$ cat src/logic/board_ctl_pkg.sv
package board_ctl_pkg;

  // ==========================================================
  // Address window
  localparam int unsigned DEC_ADDR_W    = 10;
  localparam logic [2:0]  OFS_SERIAL_LO = 3'h0;
  localparam logic [2:0]  OFS_CTRL_STAT = 3'h4;
  localparam logic [2:0]  OFS_TC_CLEAR  = 3'h5;

  // ==========================================================
  // Control port write fields
  localparam int unsigned WR_DTR_A  = 0;
  localparam int unsigned WR_DTR_B  = 1;
  localparam int unsigned WR_LL_A   = 2;
  localparam int unsigned WR_RL_A   = 3;
  localparam int unsigned WR_LL_B   = 4;
  localparam int unsigned WR_RL_B   = 5;
  localparam int unsigned WR_DMA_B  = 6;
  localparam int unsigned WR_DMA_A  = 7;
  localparam logic [7:0]  CTRL_RST  = 8'h00;

  // ==========================================================
  // Status port read fields
  localparam int unsigned RD_DSR_A  = 0;
  localparam int unsigned RD_DSR_B  = 1;
  localparam int unsigned RD_TM_A   = 2;
  localparam int unsigned RD_SC_IRQ = 3;
  localparam int unsigned RD_TM_B   = 4;
  localparam int unsigned RD_TC     = 5;
  localparam int unsigned RD_DMA_B  = 6;
  localparam int unsigned RD_DMA_A  = 7;

  // ==========================================================
  // Strap encodings
  typedef enum logic [1:0] {
    DMA_SOFT   = 2'b00,
    DMA_ALWAYS = 2'b01,
    DMA_NEVER  = 2'b10
  } dma_gate_t;

  typedef enum logic [1:0] {
    IRQ_NORMAL = 2'b00,
    IRQ_SHARED = 2'b01,
    IRQ_TC     = 2'b10
  } irq_mode_t;

  // Line select: 0 none, 1..9 = lines 2/9,3,4,5,7,10,11,12,15
  localparam int unsigned IRQ_LINES = 9;

  // Modem and loopback outputs
  typedef struct packed {
    logic rl_b;
    logic ll_b;
    logic rl_a;
    logic ll_a;
    logic dtr_b;
    logic dtr_a;
  } modem_ctl_t;

  // Status inputs, raw active-high from line receivers
  typedef struct packed {
    logic tm_b;
    logic tm_a;
    logic dsr_b;
    logic dsr_a;
  } line_stat_t;

endpackage

$ cat src/logic/dma_gate.sv
`timescale 1ns/1ps
// DMA request/acknowledge driver enable for one channel
module dma_gate (
  // Clock and control
  input  wire logic                    clk_in,
  input  wire logic                    srst_in,
  input  wire logic                    ce_in,
  // Gating inputs
  input  wire board_ctl_pkg::dma_gate_t strap_in,
  input  wire logic                    soft_en_in,
  // Registered enable
  output logic                         drv_en_out
);

  logic drv_en_nxt;

  // Strap decides; illegal code treated as never for safety
  always_comb begin
    unique case (strap_in)
      board_ctl_pkg::DMA_SOFT:   drv_en_nxt = soft_en_in;
      board_ctl_pkg::DMA_ALWAYS: drv_en_nxt = 1'b1;
      board_ctl_pkg::DMA_NEVER:  drv_en_nxt = 1'b0;
      default:                   drv_en_nxt = 1'b0;
    endcase
  end

  // Drivers off under reset
  always_ff @(posedge clk_in) begin
    if (srst_in) begin
      drv_en_out <= 1'b0;
    end else if (ce_in) begin
      drv_en_out <= drv_en_nxt;
    end
  end

endmodule

$ cat src/logic/dual_serial_board_control_port.sv
`timescale 1ns/1ps
// Behaviour
// - Eight-byte window; four serial, port at +4
// - Write bits 0,1 drive DTR A,B
// - Bits 2-5 drive local/remote loopback A,B
// - Bit 7 DMA enable A, bit 6 B
// - Read bits 0,1 give DSR, active low
// - Read bits 2,4 give test mode, inverted
// - Read bit 3 serial irq, active low
// - Read bit 5 terminal-count latch, active low
// - TC strap: terminal count on a DMA-enabled channel sets latch, irq
// - Write at +5 clears latch unless a count sets it
// - DMA strap: soft, always, never
// - Strap routes irq to one line or none
// - Strap selects normal or shared irq
// - Reset clears software DMA enables
// - Never-enabled channel keeps DMA drivers off
// - Decode compares only ten address lines
module dual_serial_board_control_port #(
  parameter int unsigned ADDR_W = board_ctl_pkg::DEC_ADDR_W
) (
  // Clock, reset, enable
  input  wire logic                     clk_in,
  input  wire logic                     srst_in,
  input  wire logic                     ce_in,
  // Host I/O bus
  input  wire logic [ADDR_W-1:0]        base_addr_in,
  input  wire logic [ADDR_W-1:0]        io_addr_in,
  input  wire logic                     io_rd_in,
  input  wire logic                     io_wr_in,
  input  wire logic [7:0]               io_wdata_in,
  output logic      [7:0]               io_rdata_out,
  output logic                          io_rdata_oe_out,
  // Serial controller access
  input  wire logic [7:0]               sc_rdata_in,
  output logic                          sc_sel_out,
  output logic      [1:0]               sc_reg_out,
  // Line status and serial controller irq
  input  wire board_ctl_pkg::line_stat_t line_stat_in,
  input  wire logic                     serial_controller_irq_status_in,
  // DMA terminal counts per channel
  input  wire logic                     tc_a_in,
  input  wire logic                     tc_b_in,
  // Straps
  input  wire board_ctl_pkg::dma_gate_t dma_gating_strap_a_in,
  input  wire board_ctl_pkg::dma_gate_t dma_gating_strap_b_in,
  input  wire board_ctl_pkg::irq_mode_t irq_mode_strap_in,
  input  wire logic [3:0]               irq_line_strap_in,
  // Modem/loopback outputs
  output board_ctl_pkg::modem_ctl_t     modem_ctl_out,
  // DMA driver enables
  output logic                          dma_drv_en_a_out,
  output logic                          dma_drv_en_b_out,
  // Host irq lines (drive value and enable)
  output logic [board_ctl_pkg::IRQ_LINES-1:0] irq_line_out,
  output logic [board_ctl_pkg::IRQ_LINES-1:0] irq_line_oe_out,
  output logic                          irq_share_pulldown_out
);

  // ==========================================================
  // Address decode
  // Window match on the upper address bits only
  function automatic logic in_window(input logic [ADDR_W-1:0] a, input logic [ADDR_W-1:0] b);
    in_window = (a[ADDR_W-1:3] == b[ADDR_W-1:3]);
  endfunction

  // Serial controller owns the half of the window with offset bit 2 clear
  localparam logic OFS_SERIAL_LO_BIT = board_ctl_pkg::OFS_SERIAL_LO[2];

  // Decode results, all combinational
  logic       hit;
  logic [2:0] ofs;
  logic       sc_hit;
  logic       port_rd;
  logic       port_wr;
  logic       tc_clr;

  // Only the low ten lines take part, so aliases above repeat
  always_comb begin
    hit     = in_window(io_addr_in, base_addr_in);
    ofs     = io_addr_in[2:0];
    sc_hit  = hit && (ofs[2] == OFS_SERIAL_LO_BIT);
    port_rd = hit && io_rd_in && (ofs == board_ctl_pkg::OFS_CTRL_STAT);
    port_wr = hit && io_wr_in && (ofs == board_ctl_pkg::OFS_CTRL_STAT);
    tc_clr  = hit && io_wr_in && (ofs == board_ctl_pkg::OFS_TC_CLEAR);
  end

  // ==========================================================
  // Control register and terminal-count latch
  // Control byte holds exactly what the host last wrote
  logic [7:0] ctrl_r;
  logic [7:0] ctrl_nxt;
  logic       tc_latch_r;
  logic       tc_latch_nxt;
  logic       tc_event;

  // Terminal count only matters on channels actually doing DMA
  always_comb begin
    tc_event = (irq_mode_strap_in == board_ctl_pkg::IRQ_TC) &&
               ((tc_a_in && dma_drv_en_a_out) || (tc_b_in && dma_drv_en_b_out));
    // Whole byte is taken; fields split out on the way to the pins
    ctrl_nxt = port_wr ? io_wdata_in : ctrl_r;
    // Set wins so a count arriving with the clear is not lost
    if (tc_event) begin
      tc_latch_nxt = 1'b1;
    end else if (tc_clr) begin
      tc_latch_nxt = 1'b0;
    end else begin
      tc_latch_nxt = tc_latch_r;
    end
  end

  // Control byte and latch freeze together while enable is low
  always_ff @(posedge clk_in) begin
    if (srst_in) begin
      ctrl_r     <= board_ctl_pkg::CTRL_RST;
      tc_latch_r <= 1'b0;
    end else if (ce_in) begin
      ctrl_r     <= ctrl_nxt;
      tc_latch_r <= tc_latch_nxt;
    end
  end

  // ==========================================================
  // Per-channel DMA gating
  // Channel A software enable comes from bit 7
  dma_gate u_gate_a (
    .clk_in     (clk_in),
    .srst_in    (srst_in),
    .ce_in      (ce_in),
    .strap_in   (dma_gating_strap_a_in),
    .soft_en_in (ctrl_r[board_ctl_pkg::WR_DMA_A]),
    .drv_en_out (dma_drv_en_a_out)
  );

  // Channel B software enable comes from bit 6
  dma_gate u_gate_b (
    .clk_in     (clk_in),
    .srst_in    (srst_in),
    .ce_in      (ce_in),
    .strap_in   (dma_gating_strap_b_in),
    .soft_en_in (ctrl_r[board_ctl_pkg::WR_DMA_B]),
    .drv_en_out (dma_drv_en_b_out)
  );

  // ==========================================================
  // Read data, outputs and interrupt routing
  // Next values for every registered pin
  logic [7:0]                        stat;
  logic [7:0]                        rdata_nxt;
  logic                              rdata_oe_nxt;
  logic                              sc_sel_nxt;
  board_ctl_pkg::modem_ctl_t         modem_nxt;
  logic                              board_irq;
  logic [board_ctl_pkg::IRQ_LINES-1:0] line_nxt;
  logic [board_ctl_pkg::IRQ_LINES-1:0] line_oe_nxt;
  logic                              pulldown_nxt;

  // Status byte: every flag reads zero when active
  always_comb begin
    stat                           = 8'h00;
    stat[board_ctl_pkg::RD_DSR_A]  = ~line_stat_in.dsr_a;
    stat[board_ctl_pkg::RD_DSR_B]  = ~line_stat_in.dsr_b;
    stat[board_ctl_pkg::RD_TM_A]   = ~line_stat_in.tm_a;
    stat[board_ctl_pkg::RD_SC_IRQ] = ~serial_controller_irq_status_in;
    stat[board_ctl_pkg::RD_TM_B]   = ~line_stat_in.tm_b;
    stat[board_ctl_pkg::RD_TC]     = ~tc_latch_r;
    stat[board_ctl_pkg::RD_DMA_B]  = ~dma_drv_en_b_out;
    stat[board_ctl_pkg::RD_DMA_A]  = ~dma_drv_en_a_out;
    // Offsets 5 to 7 return nothing, so the data bus stays free
    rdata_oe_nxt = hit && io_rd_in && (sc_hit || port_rd);
    rdata_nxt    = port_rd ? stat : (sc_hit ? sc_rdata_in : 8'h00);
    sc_sel_nxt   = sc_hit && (io_rd_in || io_wr_in);
    // Modem pins mirror the control byte one cycle later
    modem_nxt.dtr_a = ctrl_r[board_ctl_pkg::WR_DTR_A];
    modem_nxt.dtr_b = ctrl_r[board_ctl_pkg::WR_DTR_B];
    modem_nxt.ll_a  = ctrl_r[board_ctl_pkg::WR_LL_A];
    modem_nxt.rl_a  = ctrl_r[board_ctl_pkg::WR_RL_A];
    modem_nxt.ll_b  = ctrl_r[board_ctl_pkg::WR_LL_B];
    modem_nxt.rl_b  = ctrl_r[board_ctl_pkg::WR_RL_B];
  end

  // Shared mode drives only while asserting; normal mode drives always
  always_comb begin
    board_irq    = serial_controller_irq_status_in || tc_latch_r;
    line_nxt     = '0;
    line_oe_nxt  = '0;
    pulldown_nxt = (irq_mode_strap_in == board_ctl_pkg::IRQ_SHARED);
    // Strap values outside 1..9 leave every line undriven
    for (int i = 0; i < board_ctl_pkg::IRQ_LINES; i++) begin
      if (irq_line_strap_in == 4'(i + 1)) begin
        line_nxt[i]    = board_irq;
        line_oe_nxt[i] = pulldown_nxt ? board_irq : 1'b1;
      end
    end
  end

  // All outputs registered
  // One cycle of latency on every path buys glitch-free pins
  always_ff @(posedge clk_in) begin
    if (srst_in) begin
      io_rdata_out           <= 8'h00;
      io_rdata_oe_out        <= 1'b0;
      sc_sel_out             <= 1'b0;
      sc_reg_out             <= 2'h0;
      modem_ctl_out          <= '0;
      irq_line_out           <= '0;
      irq_line_oe_out        <= '0;
      irq_share_pulldown_out <= 1'b0;
    end else if (ce_in) begin
      io_rdata_out           <= rdata_nxt;
      io_rdata_oe_out        <= rdata_oe_nxt;
      sc_sel_out             <= sc_sel_nxt;
      sc_reg_out             <= ofs[1:0];
      modem_ctl_out          <= modem_nxt;
      irq_line_out           <= line_nxt;
      irq_line_oe_out        <= line_oe_nxt;
      irq_share_pulldown_out <= pulldown_nxt;
    end
  end

endmodule

$ cat config.mk
export PLATFORM = sky130hd
export DESIGN_NAME = dual_serial_board_control_port
export DESIGN_NICKNAME = d
export VERILOG_FILES = /design/src/logic/board_ctl_pkg.sv /design/src/logic/dma_gate.sv /design/src/logic/dual_serial_board_control_port.sv
export SDC_FILE = /design/constraint.sdc
export NUM_CORES = 1
export LEC_CHECK = 0
export ABC_AREA = 1
export BUFFER_PORTS_ARGS = -buffer_cell sky130_fd_sc_hd__buf_4
export CORE_MARGIN = 5
export CORE_UTILIZATION = 51
export CTS_CLUSTER_DIAMETER = 100
export DETAILED_ROUTE_END_ITERATION = 16
export PLACE_DENSITY = 0.92
export SETUP_SLACK_MARGIN = 0.05
export SLEW_MARGIN = 10
export SYNTH_ARGS = -nofsm -noshare
export SYNTH_HDL_FRONTEND = slang
export SYNTH_SLANG_ARGS = --single-unit
$ cat constraint.sdc
create_clock -name clk_in -period 1.6 [get_ports clk_in]
set_clock_uncertainty 0.05 [all_clocks]
set_input_delay 0.08 -clock clk_in [delete_from_list [all_inputs] [get_ports clk_in]]
set_output_delay 0.08 -clock clk_in [all_outputs]
set_load 0.01 [all_outputs]
# After elaboration in Yosys (flattened, before gate mapping)
# Cells that the tools add are included.
[word_totals]
regBits = 48
output_inout_bits = 39
wordCells = 87
[classes]
n_eq_ne = 16
n_mux = 25
bitwise_logic = 9
n_reduce_logical = 20
[op_table]
columns = ["operator", "n"]
rows = [
  ["two-way mux 1 bit", 21],
  ["equality test 4 x 3 -> 1 bit, second input constant", 4],
  ["two-way mux 8 bit", 2],
  ["logical AND 1 bit", 11],
  ["inverter 1 bit", 9],
  ["equality test 4 x 2 -> 1 bit, second input constant", 2],
  ["equality test 4 bit, second input constant", 2],
  ["equality test 7 bit", 1],
  ["equality test 2 x 1 -> 1 bit, second input constant", 3],
  ["equality test 3 bit, second input constant", 2],
  ["equality test 4 x 1 -> 1 bit, second input constant", 1],
  ["zero test 2 bit", 2],
  ["logical OR 1 bit", 4],
  ["one-hot mux 1 bit (2 select lines)", 2],
  ["AND reduction 2 bit", 2],
  ["equality test 2 bit, second input constant", 1],
  ["nonzero test 2 bit", 1],
]

# Depth between registers and ports, before layout
# Gate-level depths: netlist of the first run.
[depth]
ltp_word = 5
ltp_mapped = 12
ltp_nobuf = 10

# Cells and area by module
# A second synthesis of the first run with hierarchy kept.
[hier_totals]
cells_unflattened = 315
area_unflattened_um2 = 2198.4
[modules_own_cells]
columns = ["module", "n_inst", "cells_per_inst", "area_each_um2"]
rows = [
  ["dual_serial_board_control_port", 1, 305, 2115.8],
  ["dma_gate", 2, 5, 41.3],
]

# Worst setup path after synthesis of the first run
# OpenSTA, ideal clock, no wires.
[synth_timing]
kind = "input to register"
from = "in base_addr_in[3]"
to = "reg io_rdata_out[1]"
setup_time_ps = 66
arrival_time_ps = 1003
required_ps = 1484
path_slack_ps = 481
cell_stages = 9
n_path_buf = 2
path_cell_list = "xnor2_1 -> nand3_1 -> nor2_4 -> buf_6 -> buf_12 -> nand4_1 -> nand2_1 -> nand2_1 -> a21oi_2"
[synth_via]
elab_chain_len = 4
[synth_lines]
columns = ["element", "line_no", "source"]
rows = [
  ["from (decl)", "dual_serial_board_control_port.sv:27", "input wire logic [ADDR_W-1:0] base_addr_in,"],
  ["equality test 7 bit (*)", "dual_serial_board_control_port.sv:64", "in_window = (a[ADDR_W-1:3] == b[ADDR_W-1:3]);"],
  ["logical AND 1 bit, on equally long branches", "dual_serial_board_control_port.sv:82, dual_serial_board_control_port.sv:83", ""],
  ["two-way mux 8 bit / logical AND 1 bit (equally long branches)", "dual_serial_board_control_port.sv:172, dual_serial_board_control_port.sv:83", ""],
  ["two-way mux 8 bit (*)", "dual_serial_board_control_port.sv:172", "rdata_nxt = port_rd ? stat : (sc_hit ? sc_rdata_in : 8'h00);"],
  ["to (signal assigned)", "dual_serial_board_control_port.sv:211", "io_rdata_out <= rdata_nxt;"],
  ["to (decl)", "dual_serial_board_control_port.sv:32", "output logic [7:0] io_rdata_out,"],
]
# Every way passes the cells marked *; elsewhere a longest branch is shown, timed or not.
# A chain may end at the register's enable or synchronous reset.

# Worst setup path in the final report of the first run
[layout_timing]
from = "reg tc_latch_r"
to = "reg irq_line_oe_out[3] (netlist name)"
[layout_via]
elab_chain_len = 3
[layout_lines]
columns = ["element", "line_no", "source"]
rows = [
  ["from (decl)", "dual_serial_board_control_port.sv:93", "logic tc_latch_r;"],
  ["from (signal assigned)", "dual_serial_board_control_port.sv:120", "tc_latch_r <= tc_latch_nxt;"],
  ["logical OR 1 bit", "dual_serial_board_control_port.sv:185", "board_irq = serial_controller_irq_status_in || tc_latch_r;"],
  ["two-way mux 1 bit", "dual_serial_board_control_port.sv:193", "line_oe_nxt[i] = pulldown_nxt ? board_irq : 1'b1;"],
  ["two-way mux 1 bit", "dual_serial_board_control_port.sv:191", "if (irq_line_strap_in == 4'(i + 1)) begin"],
  ["to (signal assigned)", "dual_serial_board_control_port.sv:217", "irq_line_oe_out <= line_oe_nxt;"],
  ["to (decl)", "dual_serial_board_control_port.sv:56", "output logic [board_ctl_pkg::IRQ_LINES-1:0] irq_line_oe_out,"],
]
# No other way between the ends.

==> results.md, run 1 <==
Finish:
- The layout has 345 filler cells.
- The area of the multi-input gates is 0.001025 mm2.
- Compared with the post-synthesis result, the final layout area differs by 38.61%.
- The register cell area after layout is 960.9 um2.
- In the final layout, the share of cells above drive strength 1 is 0.2881.
- The final layout contains 470 nets.
- Leaving out fill and tap cells, the most frequent cells in the layout are sky130_fd_sc_hd__nand2_1 (101), sky130_fd_sc_hd__buf_4 (99), sky130_fd_sc_hd__dfxtp_1 (48).
- The post-route non-filler standard cell count is 465.
- The antenna diode instance count is 0.
- The most common library cell in the layout ignoring fill and taps is sky130_fd_sc_hd__nand2_1.

Worst setup path:
- The register-to-register setup slack is 0.42 ns.
- In this design, the stage delay of the slowest critical-path cell is 0.36 ns.
- The category of the worst setup path launch point is a flip-flop.
- The endpoint of the worst register-to-register path is irq_line_oe_out[3].
- The signal on the critical path passes through nor2_1 > a31oi_2 > nand2_1 > a21oi_1.
- The startpoint of the worst-slack reg-to-reg timing path is tc_latch_r.
- The endpoint class of the critical path is a flip-flop.
- The critical path is of the flip-flop to flip-flop type.
- The worst path arrival time is 1.36 ns.
- The worst endpoint required time is 1.78 ns.
- The slowest stage of the critical path is the sky130_fd_sc_hd__dfxtp_1 cell.
- Along the worst path, the maximum fanout reaches 9.
- The worst register-to-register path has a depth of 4.

Timing:
- The routed design could run at a clock period as short as 1.185 ns.
- The max-slew violation count was 0.
- Of the available clock period, the critical path in the final layout requires 0.7404.
- Setup repair after global routing left no endpoint under its margin.
- The worst slew slack as a fraction of its limit is 0.6570.
- For this run, the top clock speed supported by timing is 844.1 MHz.
- At the pin with the least slew margin, the transition time is 0.5140 ns.
- The aggregate negative setup slack is 0 ns.
- The final count of negative-setup-slack endpoints is 0.
- The final number of hold-violating endpoints is 0.
- Across all setup checks in the final design, the least slack found is 0.4154 ns.

Routing:
- The number of remaining DRC errors is 0.
- The vias after detailed routing is 2310.
- The count of TritonRoute iterations in the first routing pass is 4.
- The routed design has 5986 um of wire.
- The detail route stage leaves a number of antenna-violating nets equal to 0.
- In the final routed layout, each cell accounts on average for 12.87 um.
- After the first detailed-routing iteration, the DRC count stood at 149.
- The ratio of routed vias to standard cells is 4.968.

Yosys:
- The sequential share of the synthesized area is 0.4310.
- The netlist uses 32 different library cells.
- After synthesis the cells add up to 0.002230 mm2.
- The post-synthesis sequential element count is 48.
- The number of nets handed over by synthesis was 373.
- Yosys printed 0 warnings.
- Averaged over all synthesized cells, the footprint is 7.078 um2.
- The count of mapped cells out of synthesis is 315.

Clocking:
- The clock tree from TritonCTS is yes.
- The number of setup buffers added after CTS is 0.
- The largest buffer count on any clock path is 2.
- The number of cells upsized or downsized after cts is 0.
- The clock edge transition at the registers on the reported setup and hold paths is 0.09 ns.
- The H-tree was split into 2 levels.
- After clock tree synthesis, the flow added hold-fix buffers numbering 8.
- The count of clock tree sinks is 48.
- The latest clock arrival within the worst-skew pair is 0.29 ns.
- Counting the buffers created by CTS gives 5.
- Clock tree synthesis selected as its root buffer the cell sky130_fd_sc_hd__clkbuf_8.

Min path:
- The worst hold endpoint is sc_reg_out[1].
- The worst hold path passes through 3 cells.
- The beginning of the worst hold path is io_addr_in[1].
- The path class of the tightest hold or removal check is primary input to flip-flop.

Placed design:
- The instance count after placement with tap cells included is 449.
- Input and output buffers added on the ports amount to 93.
- Timing analysis after detailed placement gives a worst setup slack of 0.2489 ns.
- The weighted congestion reported at the end of routability-driven placement is 0.8748.
- The estimated wirelength of the detail-placed design is 4484 um.

Pwr:
- The standby leakage power is 1.479 nW.
- The overall power consumption is 2.269 mW.
- The power per cell area is 734.1 mW/mm2.
- VDD sags by at most 634.1 uV.

Die:
- The total area inside the core boundary comes to 0.004294 mm2.
- The floorplan step set the die width to 76.12 um.
- The initial core utilization is 0.5192.
- Measured along the y axis, the die boundary spans 76.12 um.
- The area of the die is 0.005794 mm2.
- The floorplan row count is 24.
- During I/O placement, the number of pins put on the boundary was 97.

Global routing:
- The initial antenna violation count is 0.
- The first global-routing pass estimated 10160 um of wire.
- The total overflow left after global routing is 0.
- The via count of the first global-routing pass was 2301.
- The maximum number of pins on one net before global-route repair is 30.
- Across every metal layer, demand over resource in global routing totals 0.2081.

Run status:
- The run finished with clean final reports.

Run:
- The total of max-cap violations is 0.
registers in the layout, indices dropped and copies added, names as in the netlist:
| register | flops |
|---|---|
| io_rdata_out | 8 |
| irq_share_pulldown_out | 1 |
| ctrl_r | 8 |
| irq_line_oe_out | 9 |
| sc_reg_out | 2 |
| io_rdata_oe_out | 1 |
| u_gate_b.drv_en_out | 1 |
| sc_sel_out | 1 |
| u_gate_a.drv_en_out | 1 |
| modem_ctl_out | 6 |
| irq_line_out | 9 |
| tc_latch_r | 1 |
layer usage:
| layer | wire, um | vias to the layer above | track usage |
|---|---|---|---|
| li1 | - | 1194 | - |
| met1 | 2371 | 1042 | 0.2324 |
| met2 | 3106 | 60 | 0.3664 |
| met3 | 373 | 14 | 0.06619 |
| met4 | 135 | 0 | 0.07692 |
| met5 | 0 | - | 0 |
cells in the mapped netlist, drive strengths merged:
cell / count / area, um2
nand2: 101 / 379.1
nand4: 9 / 77.57
o211ai: 2 / 15.01
nor3: 9 / 56.31
nor2: 26 / 107.6
clkbuf: 7 / 37.53
dfxtp: 48 / 960.9
a21oi: 39 / 221.5
o21bai: 2 / 15.01
nor4: 1 / 6.260
clkinv: 1 / 3.750
a31oi: 1 / 12.51
o21ai: 12 / 60.05
buf: 10 / 75.06
inv: 34 / 127.6
or2: 1 / 6.260
xnor2: 1 / 8.760
a22o: 1 / 8.760
nand3: 10 / 50.05
worst max-delay path, delay by kind of cell (launching register included):
kind	cells	cell delay, ns
AND/OR/NAND/NOR	2	0.21
AO/OA/AOI/OAI	2	0.49
flip-flops	1	0.36
report_power, final:
| part | switching, mW | internal [mW] |
|---|---|---|
| clock network | 0.386 | 0.313 |
| logic | 0.168 | 0.169 |
| registers | 0.0156 | 1.22 |
| total | 0.570 | 1.70 |
worst max-delay path by stage:
stage / from / to / slack, ns / depth (start not counted)
2_1_floorplan: base_addr_in[3] / io_rdata_out[1] / 0.48 / 9
3_3_place_gp: ce_in / irq_line_oe_out[7] / 0.31 / 5
3_5_place_dp: ce_in / irq_line_oe_out[3] / 0.25 / 5
4_1_cts: tc_latch_r / irq_line_oe_out[3] / 0.40 / 4
5_1_grt: tc_latch_r / irq_line_oe_out[3] / 0.29 / 4
6_report: tc_latch_r / irq_line_oe_out[3] / 0.42 / 4
stage by stage:
stage,utilization,hold WS (ns),instance area [um2]
floorplan,-,0.1649,2230
CTS,0.7197,0.01421,3090
detailed placement,0.6812,0.2611,2925
global route,0.7197,0.01617,3090
finish,0.7197,0.01689,3090
global placement,0.6812,0.2494,2925
kinds of logic after synthesis:
kind of cell	share of synthesized area
xor gates and xnor gates	0.003929
AOI/OAI and AO/OA	0.1493
and+or+nand+nor	0.3064
buffers and inverters	0.1094
DFF	0.4310
area by class of cell:
cell class	count	share of cell area
clock buffers	7	0.02470
multi-input cells	215	0.3316
repair buffers	107	0.2664
well taps	52	0.02105
clock inverters	1	0.002834
inverters	35	0.04251
flip-flops and latches	48	0.3109
Power figures use the tool's default switching activity.
==> inputs of run 2 (changes only) <==
--- a/config.mk
+++ b/config.mk
@@ -8,10 +8,10 @@
 export ABC_AREA = 1
 export BUFFER_PORTS_ARGS = -buffer_cell sky130_fd_sc_hd__buf_4
 export CORE_MARGIN = 5
-export CORE_UTILIZATION = 51
+export CORE_UTILIZATION = 47
 export CTS_CLUSTER_DIAMETER = 100
 export DETAILED_ROUTE_END_ITERATION = 16
-export PLACE_DENSITY = 0.92
+export PLACE_DENSITY = 0.86
 export SETUP_SLACK_MARGIN = 0.05
 export SLEW_MARGIN = 10
 export SYNTH_ARGS = -nofsm -noshare
==> constraint.sdc (replaced) <==
create_clock -name clk_in -period 1.2 [get_ports clk_in]
set_clock_uncertainty 0.05 [all_clocks]
set_input_delay 0.06 -clock clk_in [delete_from_list [all_inputs] [get_ports clk_in]]
set_output_delay 0.06 -clock clk_in [all_outputs]
set_load 0.01 [all_outputs]
==> run 2 against run 1 <==
- total power is 37% higher
- flip-flop and latch count unchanged
- utilization decreased by 3.3 points
- sequential share of layout area is 1.0 points lower
- count of clock-buffer cells in the layout fell by 1
- global-route usage fell by 0.074 points
- die area is 7.4% higher
- fmax up 17%
- register-to-register slack lost 0.23 ns
- worst hold slack gained 0.0011 ns
- critical path type unchanged
- worst setup slack got worse by 0.23 ns
- highest routed layer unchanged
- routed wire length up 5.8%
==> results.md, run 2 (synthesis results as in run 1) <==
Global routing:
- The initial antenna violation count is 0 (unchanged).
- The via count of the first global-routing pass is 2304 (+0.13%).
- The overflow left after global routing was 0 (unchanged).
- The total track usage is 0.2073 (-0.0007434).
- The first-pass GRT wire length was 10310 um (+1.5%).
- The maximum number of pins on one net before global-route repair is 29 (-3.3%).

Finish:
- The area of all placed cells without fillers is 0.003202 mm2 (+3.6%).
- The area of the multi-input gates was 0.001059 mm2 (+3.3%).
- Leaving out fill and tap cells, the most frequent cells in the layout are sky130_fd_sc_hd__nand2_1 (101), sky130_fd_sc_hd__buf_4 (100), sky130_fd_sc_hd__dfxtp_1 (47).
- The register cell area after layout is 962.2 um2 (+0.13%).
- The layout cell share with drive strength beyond 1 is 0.2983 (+0.01019).
- The count of fill cells added during filler insertion is 373 (+8.1%).
- The antenna diode instance count is 0 (unchanged).
- The post-route non-filler standard cell count is 473 (+1.7%).
- The area growth from synthesis to layout is 43.60%.
- Leaving out fill and tap cells, the most frequent cell in the layout is sky130_fd_sc_hd__nand2_1.
- The largest registers in the layout are irq_line_oe_out: 9 flops, irq_line_out: 9 flops.
- The post-layout net count was 477 (+1.5%).

Timing:
- The final number of hold-violating endpoints came to 0 (unchanged).
- The fraction of the cycle the final worst path needs came to 0.8439 (+0.1035).
- The worst slew slack as a fraction of its limit is 0.6537 (-0.003259).
- The slew at the pin closest to its max-slew limit was 0.5188 ns (+0.004882 ns).
- The max-slew violation count is 0 (unchanged).
- The post-layout minimum cycle time came to 1.013 ns (-0.1719 ns).
- The final count of negative-setup-slack endpoints is 0 (unchanged).
- Setup repair after global routing left no endpoint under its margin.
- The maximum achievable frequency is 987.5 MHz (+17%).
- The aggregate negative setup slack is 0 ns (unchanged).

Clocking:
- The latest clock arrival within the worst-skew pair is 0.29 ns (about the same).
- The count of clock tree sinks is 48 (unchanged).
- The number of levels the H-tree was split into is 2 (unchanged).
- The clock edge transition at the registers on the reported setup and hold paths is 0.09 ns (about the same).
- The largest buffer count on any clock path came to 2 (unchanged).
- The CTS buffer count is 5 (unchanged).
- In this run the clock root is driven by a sky130_fd_sc_hd__clkbuf_8.
- The clock tree from TritonCTS is yes.
- The number of post-CTS setup repair buffers is 0 (unchanged).

Placed design:
- The instance count after placement with tap cells included came to 453 (+0.89%).
- The weighted congestion reported at the end of routability-driven placement was 0.8428 (-3.7%).
- The estimated wirelength of the detail-placed design came to 4564 um (+1.8%).
- The placement-stage cell area is 0.002955 mm2 (+1.0%).
- The quantity of I/O buffers inserted on ports is 93 (unchanged).

Routing:
- The count of antenna-violating nets left after detailed routing is 0 (unchanged).
- The vias after detailed routing is 2379 (+3.0%).
- The number of remaining DRC errors is 0 (unchanged).
- The count of TritonRoute iterations in the first routing pass is 4 (unchanged).
- The average wire length per cell after detail routing is 13.39 um (+4.0%).
- The first-iteration detailed-routing DRC count was 164 (+10%).
- The ratio of routed vias to standard cells is 5.030 (+1.2%).
- The final routed wirelength across all metal layers is 6333 um (+5.8%).

Worst setup path:
- The category of the worst setup path launch point is a flip-flop.
- The endpoint class of the critical path is a flip-flop.
- The worst path arrival time is 1.19 ns (-0.17 ns).
- The worst endpoint required time is 1.38 ns (-0.40 ns).
- The worst stage delay on the critical path was 0.37 ns (about the same).
- The classification of the worst setup path is flip-flop to flip-flop.
- The largest individual stage delay along the critical path comes from the cell sky130_fd_sc_hd__dfxtp_2.
- The largest driver fanout on the critical path was 4 (-5).
- Traced cell by cell, the critical path runs through nor2_4 > a31oi_2 > nand2_1 > a21oi_1.

Run status:
- The run finished with clean final reports.

Die:
- The floorplan row count is 25 (+4.2%).
- The area of the die came to 0.006221 mm2 (+7.4%).
- The initial core utilization is 0.4784 (-0.04084).
- The placeable core region is 0.004661 mm2 (+8.5%).
- The die boundary height is 78.88 um (+3.6%).
- The I/O pin count came to 97 (unchanged).
- The die extent in x is 78.88 um (+3.6%).

Min path:
- In this run the worst hold path is classified as primary input to flip-flop.

Pwr:
- The peak supply drop came to 605.0 uV (-4.6%).
- The standby leakage power is 1.518 nW (+2.6%).
- The power per cell area is 969.3 mW/mm2 (+32%).

Run:
- The total of max-cap violations is 0 (unchanged).
## run 2: report_power, final
part           switching [mW]  internal, mW
registers              0.0211          1.62
clock network           0.508         0.460
logic                   0.246         0.246
total                   0.775          2.33
## run 2: layout make-up
type / count / share of cell area
clock inverter: 1 / 0.002735
sequential: 48 / 0.3005
inverter: 35 / 0.04103
tap: 54 / 0.02110
timing repair buffer: 113 / 0.2782
multi-input combinational: 216 / 0.3306
clock buffer: 6 / 0.02579
## run 2: metal layers
| metal | vias up | routed length (um) | GRT usage |
|---|---|---|---|
| li1 | 1209 | - | - |
| met1 | 1074 | 2382 | 0.2219 |
| met2 | 79 | 3314 | 0.3701 |
| met3 | 17 | 471 | 0.06463 |
| met4 | 0 | 165 | 0.09794 |
| met5 | - | 0 | 0 |
## run 2: through the flow
step / worst slack (ns) / utilization / hold WS [ns] / total power [mW]
5_1_grt: 0.05589 / 0.6870 / 0.01784 / 3.274
2_1_floorplan: 0.1005 / - / 0.1449 / 1.874
6_report: 0.1873 / 0.6870 / 0.01798 / 3.103
3_5_place_dp: -0.07782 / 0.6341 / 0.2378 / 2.119
3_3_place_gp: -0.05126 / 0.6341 / 0.2312 / 2.105
4_1_cts: 0.07233 / 0.6813 / 0.003024 / 3.116
## run 2: timing repair
action                                 in CTS  in global routing
pin swaps                                   0                  1
setup endpoints to repair                   1                 18
endpoints found under the hold margin      10                  0
resized for setup                           1                  4
hold buffers                               12                  0
gates cloned                                0                  1
## run 2: worst paths after layout
check | depth (start not counted) | endpoint | slack [ns] | startpoint
min reg2reg | 2 | modem_ctl_out[3] | 0.42 | ctrl_r[3]
max reg2reg | 4 | irq_line_oe_out[7] | 0.19 | tc_latch_r
min | 3 | sc_reg_out[1] | 0.02 | io_addr_in[1]
max | 4 | irq_line_oe_out[7] | 0.19 | tc_latch_r
## run 2: worst max-delay path, delay by kind of cell, from the launching register on
| kind | cells | cell delay [ns] |
|---|---|---|
| AOI/OAI and AO/OA | 2 | 0.37 |
| DFF | 1 | 0.37 |
| and+or+nand+nor | 2 | 0.16 |
==> inputs of run 3 (changes only) <==
--- a/config.mk
+++ b/config.mk
@@ -5,13 +5,13 @@
 export SDC_FILE = /design/constraint.sdc
 export NUM_CORES = 1
 export LEC_CHECK = 0
-export ABC_AREA = 1
+export ABC_AREA = 0
 export BUFFER_PORTS_ARGS = -buffer_cell sky130_fd_sc_hd__buf_4
 export CORE_MARGIN = 5
-export CORE_UTILIZATION = 47
+export CORE_UTILIZATION = 46
 export CTS_CLUSTER_DIAMETER = 100
 export DETAILED_ROUTE_END_ITERATION = 16
-export PLACE_DENSITY = 0.86
+export PLACE_DENSITY = 0.87
 export SETUP_SLACK_MARGIN = 0.05
 export SLEW_MARGIN = 10
 export SYNTH_ARGS = -nofsm -noshare
==> constraint.sdc (replaced) <==
create_clock -name clk_in -period 1 [get_ports clk_in]
set_clock_uncertainty 0.05 [all_clocks]
set_input_delay 0.05 -clock clk_in [delete_from_list [all_inputs] [get_ports clk_in]]
set_output_delay 0.05 -clock clk_in [all_outputs]
set_load 0.01 [all_outputs]
==> run 3 against run 2 <==
- sequential power up 18%
- largest cell class is now non-clock buffers
- first-iteration DRC count up 37%
- the run now ends with negative setup slack left
- final cell count down 9.1%
- sequential share of layout area down 4.1 points
- non-clock buffer count up 43
- flip-flop and latch count unchanged
- critical endpoint is now irq_line_oe_out[6]
- cell area up 17%
- via count up 9.0%
- global-route usage up 7.9 points
==> results.md, run 3 <==
Finish:
- The area of the multi-input gates is 0.001175 mm2 (+11%).
- The layout cell share with drive strength beyond 1 is 0.4524 (+0.1541).
- The register cell area after layout is 969.7 um2 (+0.78%).
- The antenna diode instance count is 0 (unchanged).
- In the final layout, the registers with the most flip-flops are irq_line_oe_out: 9 flops, irq_line_out: 9 flops.
- In the layout the commonest cells are sky130_fd_sc_hd__buf_4 (110), sky130_fd_sc_hd__dfxtp_1 (43), sky130_fd_sc_hd__nor2_1 (33).
- The most common library cell in the layout ignoring fill and taps is sky130_fd_sc_hd__buf_4.
- The post-layout net count came to 435 (-8.8%).
- Compared with the post-synthesis result, the final layout area differs by 84.92%.
- The post-route non-filler standard cell count is 430 (-9.1%).
- The count of fill cells added during filler insertion is 219 (-41%).

Yosys:
- Among all flip-flop cells after synthesis, the most frequent one is sky130_fd_sc_hd__dfxtp_1.
- The count of mapped cells out of synthesis was 228 (-28%).
- The post-synthesis sequential element count is 48 (unchanged).
- The number of distinct standard cells referenced by the synthesized netlist is 27 (-16%).
- The sequential share of the synthesized area was 0.4747 (+0.04368).
- The count of flip-flops with a built-in enable after synthesis is 0 (unchanged).
- The most frequent cell after synthesis is sky130_fd_sc_hd__dfxtp_1.
- By area the synthesized netlist is led by sky130_fd_sc_hd__dfxtp_1 (47%), sky130_fd_sc_hd__nor2_1 (6.5%), sky130_fd_sc_hd__nand4_1 (5.3%).
- The largest area contributor in the netlist is sky130_fd_sc_hd__dfxtp_1.
- The share of synthesized registers carrying an async set or reset is 0 (unchanged).
- Sorting the synthesized cells by how often they occur yields sky130_fd_sc_hd__dfxtp_1 (48), sky130_fd_sc_hd__nor2_1 (35), sky130_fd_sc_hd__nand4_1 (17).
- The average size of a mapped cell was 8.879 um2 (+25%).
- The post-synth design cell area is 0.002024 mm2 (-9.2%).
- The post-synth net total came to 286 (-23%).
- The count of yosys warnings during synthesis was 0 (unchanged).
- The portion of synthesized cell area occupied by the leading cell type is 0.4747 (+0.04368).

Placed design:
- The instance count after placement with tap cells included is 385 (-15%).
- The quantity of I/O buffers inserted on ports is 93 (unchanged).
- The weighted congestion reported at the end of routability-driven placement is 0.8141 (-3.4%).
- The estimated wirelength of the detail-placed design is 4600 um (+0.79%).
- The setup slack after placement is -0.3823 ns (-0.3045 ns).

Routing:
- The vias after detailed routing is 2593 (+9.0%).
- The average wire length per cell after detail routing is 20.87 um (+56%).
- The first-iteration detailed-routing DRC count is 225 (+37%).
- The final routed wirelength across all metal layers is 8972 um (+42%).
- The count of TritonRoute iterations in the first routing pass is 5 (+1).
- The count of antenna-violating nets left after detailed routing is 0 (unchanged).
- The ratio of routed vias to standard cells is 6.030 (+20%).
- The number of remaining DRC errors is 0 (unchanged).

Pwr:
- The peak supply drop came to 652.5 uV (+7.8%).
- The power per cell area came to 1071 mW/mm2 (+10%).
- The standby leakage power is 1.555 nW (+2.4%).

Timing:
- The fraction of the cycle the final worst path needs was 1.264 (+0.4204).
- Setup repair after global routing could not meet its margin everywhere.
- The slew at the pin closest to its max-slew limit is 0.5482 ns (+0.02932 ns).
- The aggregate negative setup slack is -4.182 ns (-4.182 ns).
- The worst slew slack as a fraction of its limit is 0.6332 (-0.02052).
- The maximum achievable frequency is 790.9 MHz (-20%).
- The final number of hold-violating endpoints is 0 (unchanged).
- The max-slew violation count is 0 (unchanged).
- The smallest setup slack after layout is -0.2643 ns (-0.4516 ns).
- The final count of negative-setup-slack endpoints is 37 (+37).
- The post-layout minimum cycle time was 1.264 ns (+0.2516 ns).

Worst setup path:
- The worst endpoint required time is 1.14 ns (-0.24 ns).
- The number of buffer and inverter instances along the worst setup path was 0 (unchanged).
- The startpoint of the worst-slack reg-to-reg timing path is tc_latch_r.
- In this run the worst setup path begins at tc_latch_r.
- The worst path arrival time was 1.40 ns (+0.21 ns).
- The kind of cell with the highest combined delay along the critical path is simple AND/OR/NAND/NOR gates.
- The endpoint class of the critical path is a flip-flop.
- The largest driver fanout on the critical path is 4 (unchanged).
- The classification of the worst setup path is flip-flop to flip-flop.
- The category of the worst setup path launch point is a flip-flop.
- Among all stages on the critical path, the largest delay is contributed by sky130_fd_sc_hd__dfxtp_4.
- The critical path goes through nor4b_4 > nor4b_2 > a32oi_1 > nor2_1.
- The worst stage delay on the critical path was 0.37 ns (about the same).

Die:
- The initial core utilization was 0.4682 (-0.01022).
- The placeable core region is 0.004324 mm2 (-7.2%).
- The I/O pin count is 97 (unchanged).
- The die boundary height is 76.34 um (-3.2%).
- The area of the die was 0.005828 mm2 (-6.3%).
- The die extent in x is 76.34 um (-3.2%).
- The floorplan row count was 24 (-4.0%).

Global routing:
- The global-route track usage on met3 is 0.07092 (+0.006296).
- The initial antenna violation count came to 0 (unchanged).
- The total track usage came to 0.2862 (+0.07890).
- The layer with the highest usage after global routing is met2.
- The overflow left after global routing is 0 (unchanged).
- The routing usage on met1 is 0.3301 (+0.1082).
- The first-pass GRT wire length is 13460 um (+31%).
- The met2 global-route usage was 0.4957 (+0.1256).
- The via count of the first global-routing pass is 2639 (+15%).
- The maximum number of pins on one net before global-route repair is 35 (+21%).

Min path:
- In this run the most critical hold path is launched from irq_line_strap_in[0].
- The path category of the worst min-delay check is primary input to flip-flop.

Run status:
- The checks that failed: negative setup slack.
- The run finished, with violations left.

Clocking:
- The number of levels the H-tree was split into came to 2 (unchanged).
- The buffer cell driving the clock tree root is sky130_fd_sc_hd__clkbuf_8.
- TritonCTS built the clock tree.
- The CTS buffer count is 5 (unchanged).
- The largest buffer count on any clock path is 2 (unchanged).
- The clock edge transition at the registers on the reported setup and hold paths came to 0.08 ns (about the same).
- The count of clock tree sinks is 48 (unchanged).
- The latest clock arrival within the worst-skew pair is 0.31 ns (+0.02 ns).

Run:
- The total of max-cap violations is 0 (unchanged).
-- run 3: cell types whose count changed after synthesis, sizes merged, moves of 8 or more --
| cell | change |
|---|---|
| nor2 | +9 |
| mux2i | +8 |
| o21ai | -11 |
| nand2 | -85 |
| a31o | +9 |
| nand4 | +8 |
| inv | -24 |
| a22oi | +11 |
| a21oi | -23 |
-- run 3: layer usage --
layer / part of all wire / wire length (um)
met2: 0.50 / 4488
met3: 0.089 / 797
met1: 0.37 / 3317
met4: 0.041 / 369
met5: 0 / 0
-- run 3: final cells by class --
cell class	instances	area share
timing repair buffer	156	0.3757
multi-input combinational	156	0.3138
sequential	48	0.2590
clock buffer	8	0.02406
tap	52	0.01738
inverter	10	0.01003
-- run 3: report_power, final --
part           switching (mW)  leakage [nW]  internal, mW
Combinational           0.384          1.12         0.449
Clock                   0.669        0.0455         0.566
Sequential             0.0135         0.390          1.93
-- run 3: final timing paths --
path / depth (start not counted) / to / slack (ns)
max: 4 / irq_line_oe_out[6] / -0.26
min: 3 / irq_line_oe_out[6] / 0.02
max reg2reg: 4 / irq_line_oe_out[6] / -0.26
min reg2reg: 2 / irq_line_out[7] / 0.42
-- run 3: worst min-delay path, delay by kind of cell --
kind | cells | cell delay (ns)
AO/OA/AOI/OAI | 1 | 0.09
AND/OR/NAND/NOR | 1 | 0.08
buffers and inverters | 1 | 0.12
-- run 3: kinds of logic after synthesis --
| kind of cell | Yosys count | synth area share |
|---|---|---|
| DFF | 48 | 0.4747 |
| and+or+nand+nor | 90 | 0.2305 |
| xor gates and xnor gates | 7 | 0.03028 |
| buffers and inverters | 24 | 0.04758 |
| AOI/OAI and AO/OA | 51 | 0.1774 |
| muxes | 8 | 0.03956 |
-- run 3: timing repair --
item / CTS / global route
resized for setup: 32 / 19
setup buffers: 8 / 0
pin swaps: 45 / 24
endpoints found under the hold margin: 20 / 0
endpoints found under the setup margin: 37 / 43
hold buffers: 25 / 0
gates cloned: 5 / 0
-- run 3: through the flow --
| step | hold WS [ns] | power, mW | cell area, um2 | util |
|---|---|---|---|---|
| after global placement | 0.2199 | 2.531 | 3013 | 0.6968 |
| final | 0.01587 | 4.008 | 3744 | 0.8657 |
| after floorplan | 0.1340 | 2.203 | 2095 | - |
| after detailed placement | 0.2191 | 2.541 | 3013 | 0.6968 |
| after global routing | 0.02849 | 4.133 | 3744 | 0.8657 |
| after CTS | 0.003299 | 3.913 | 3677 | 0.8504 |
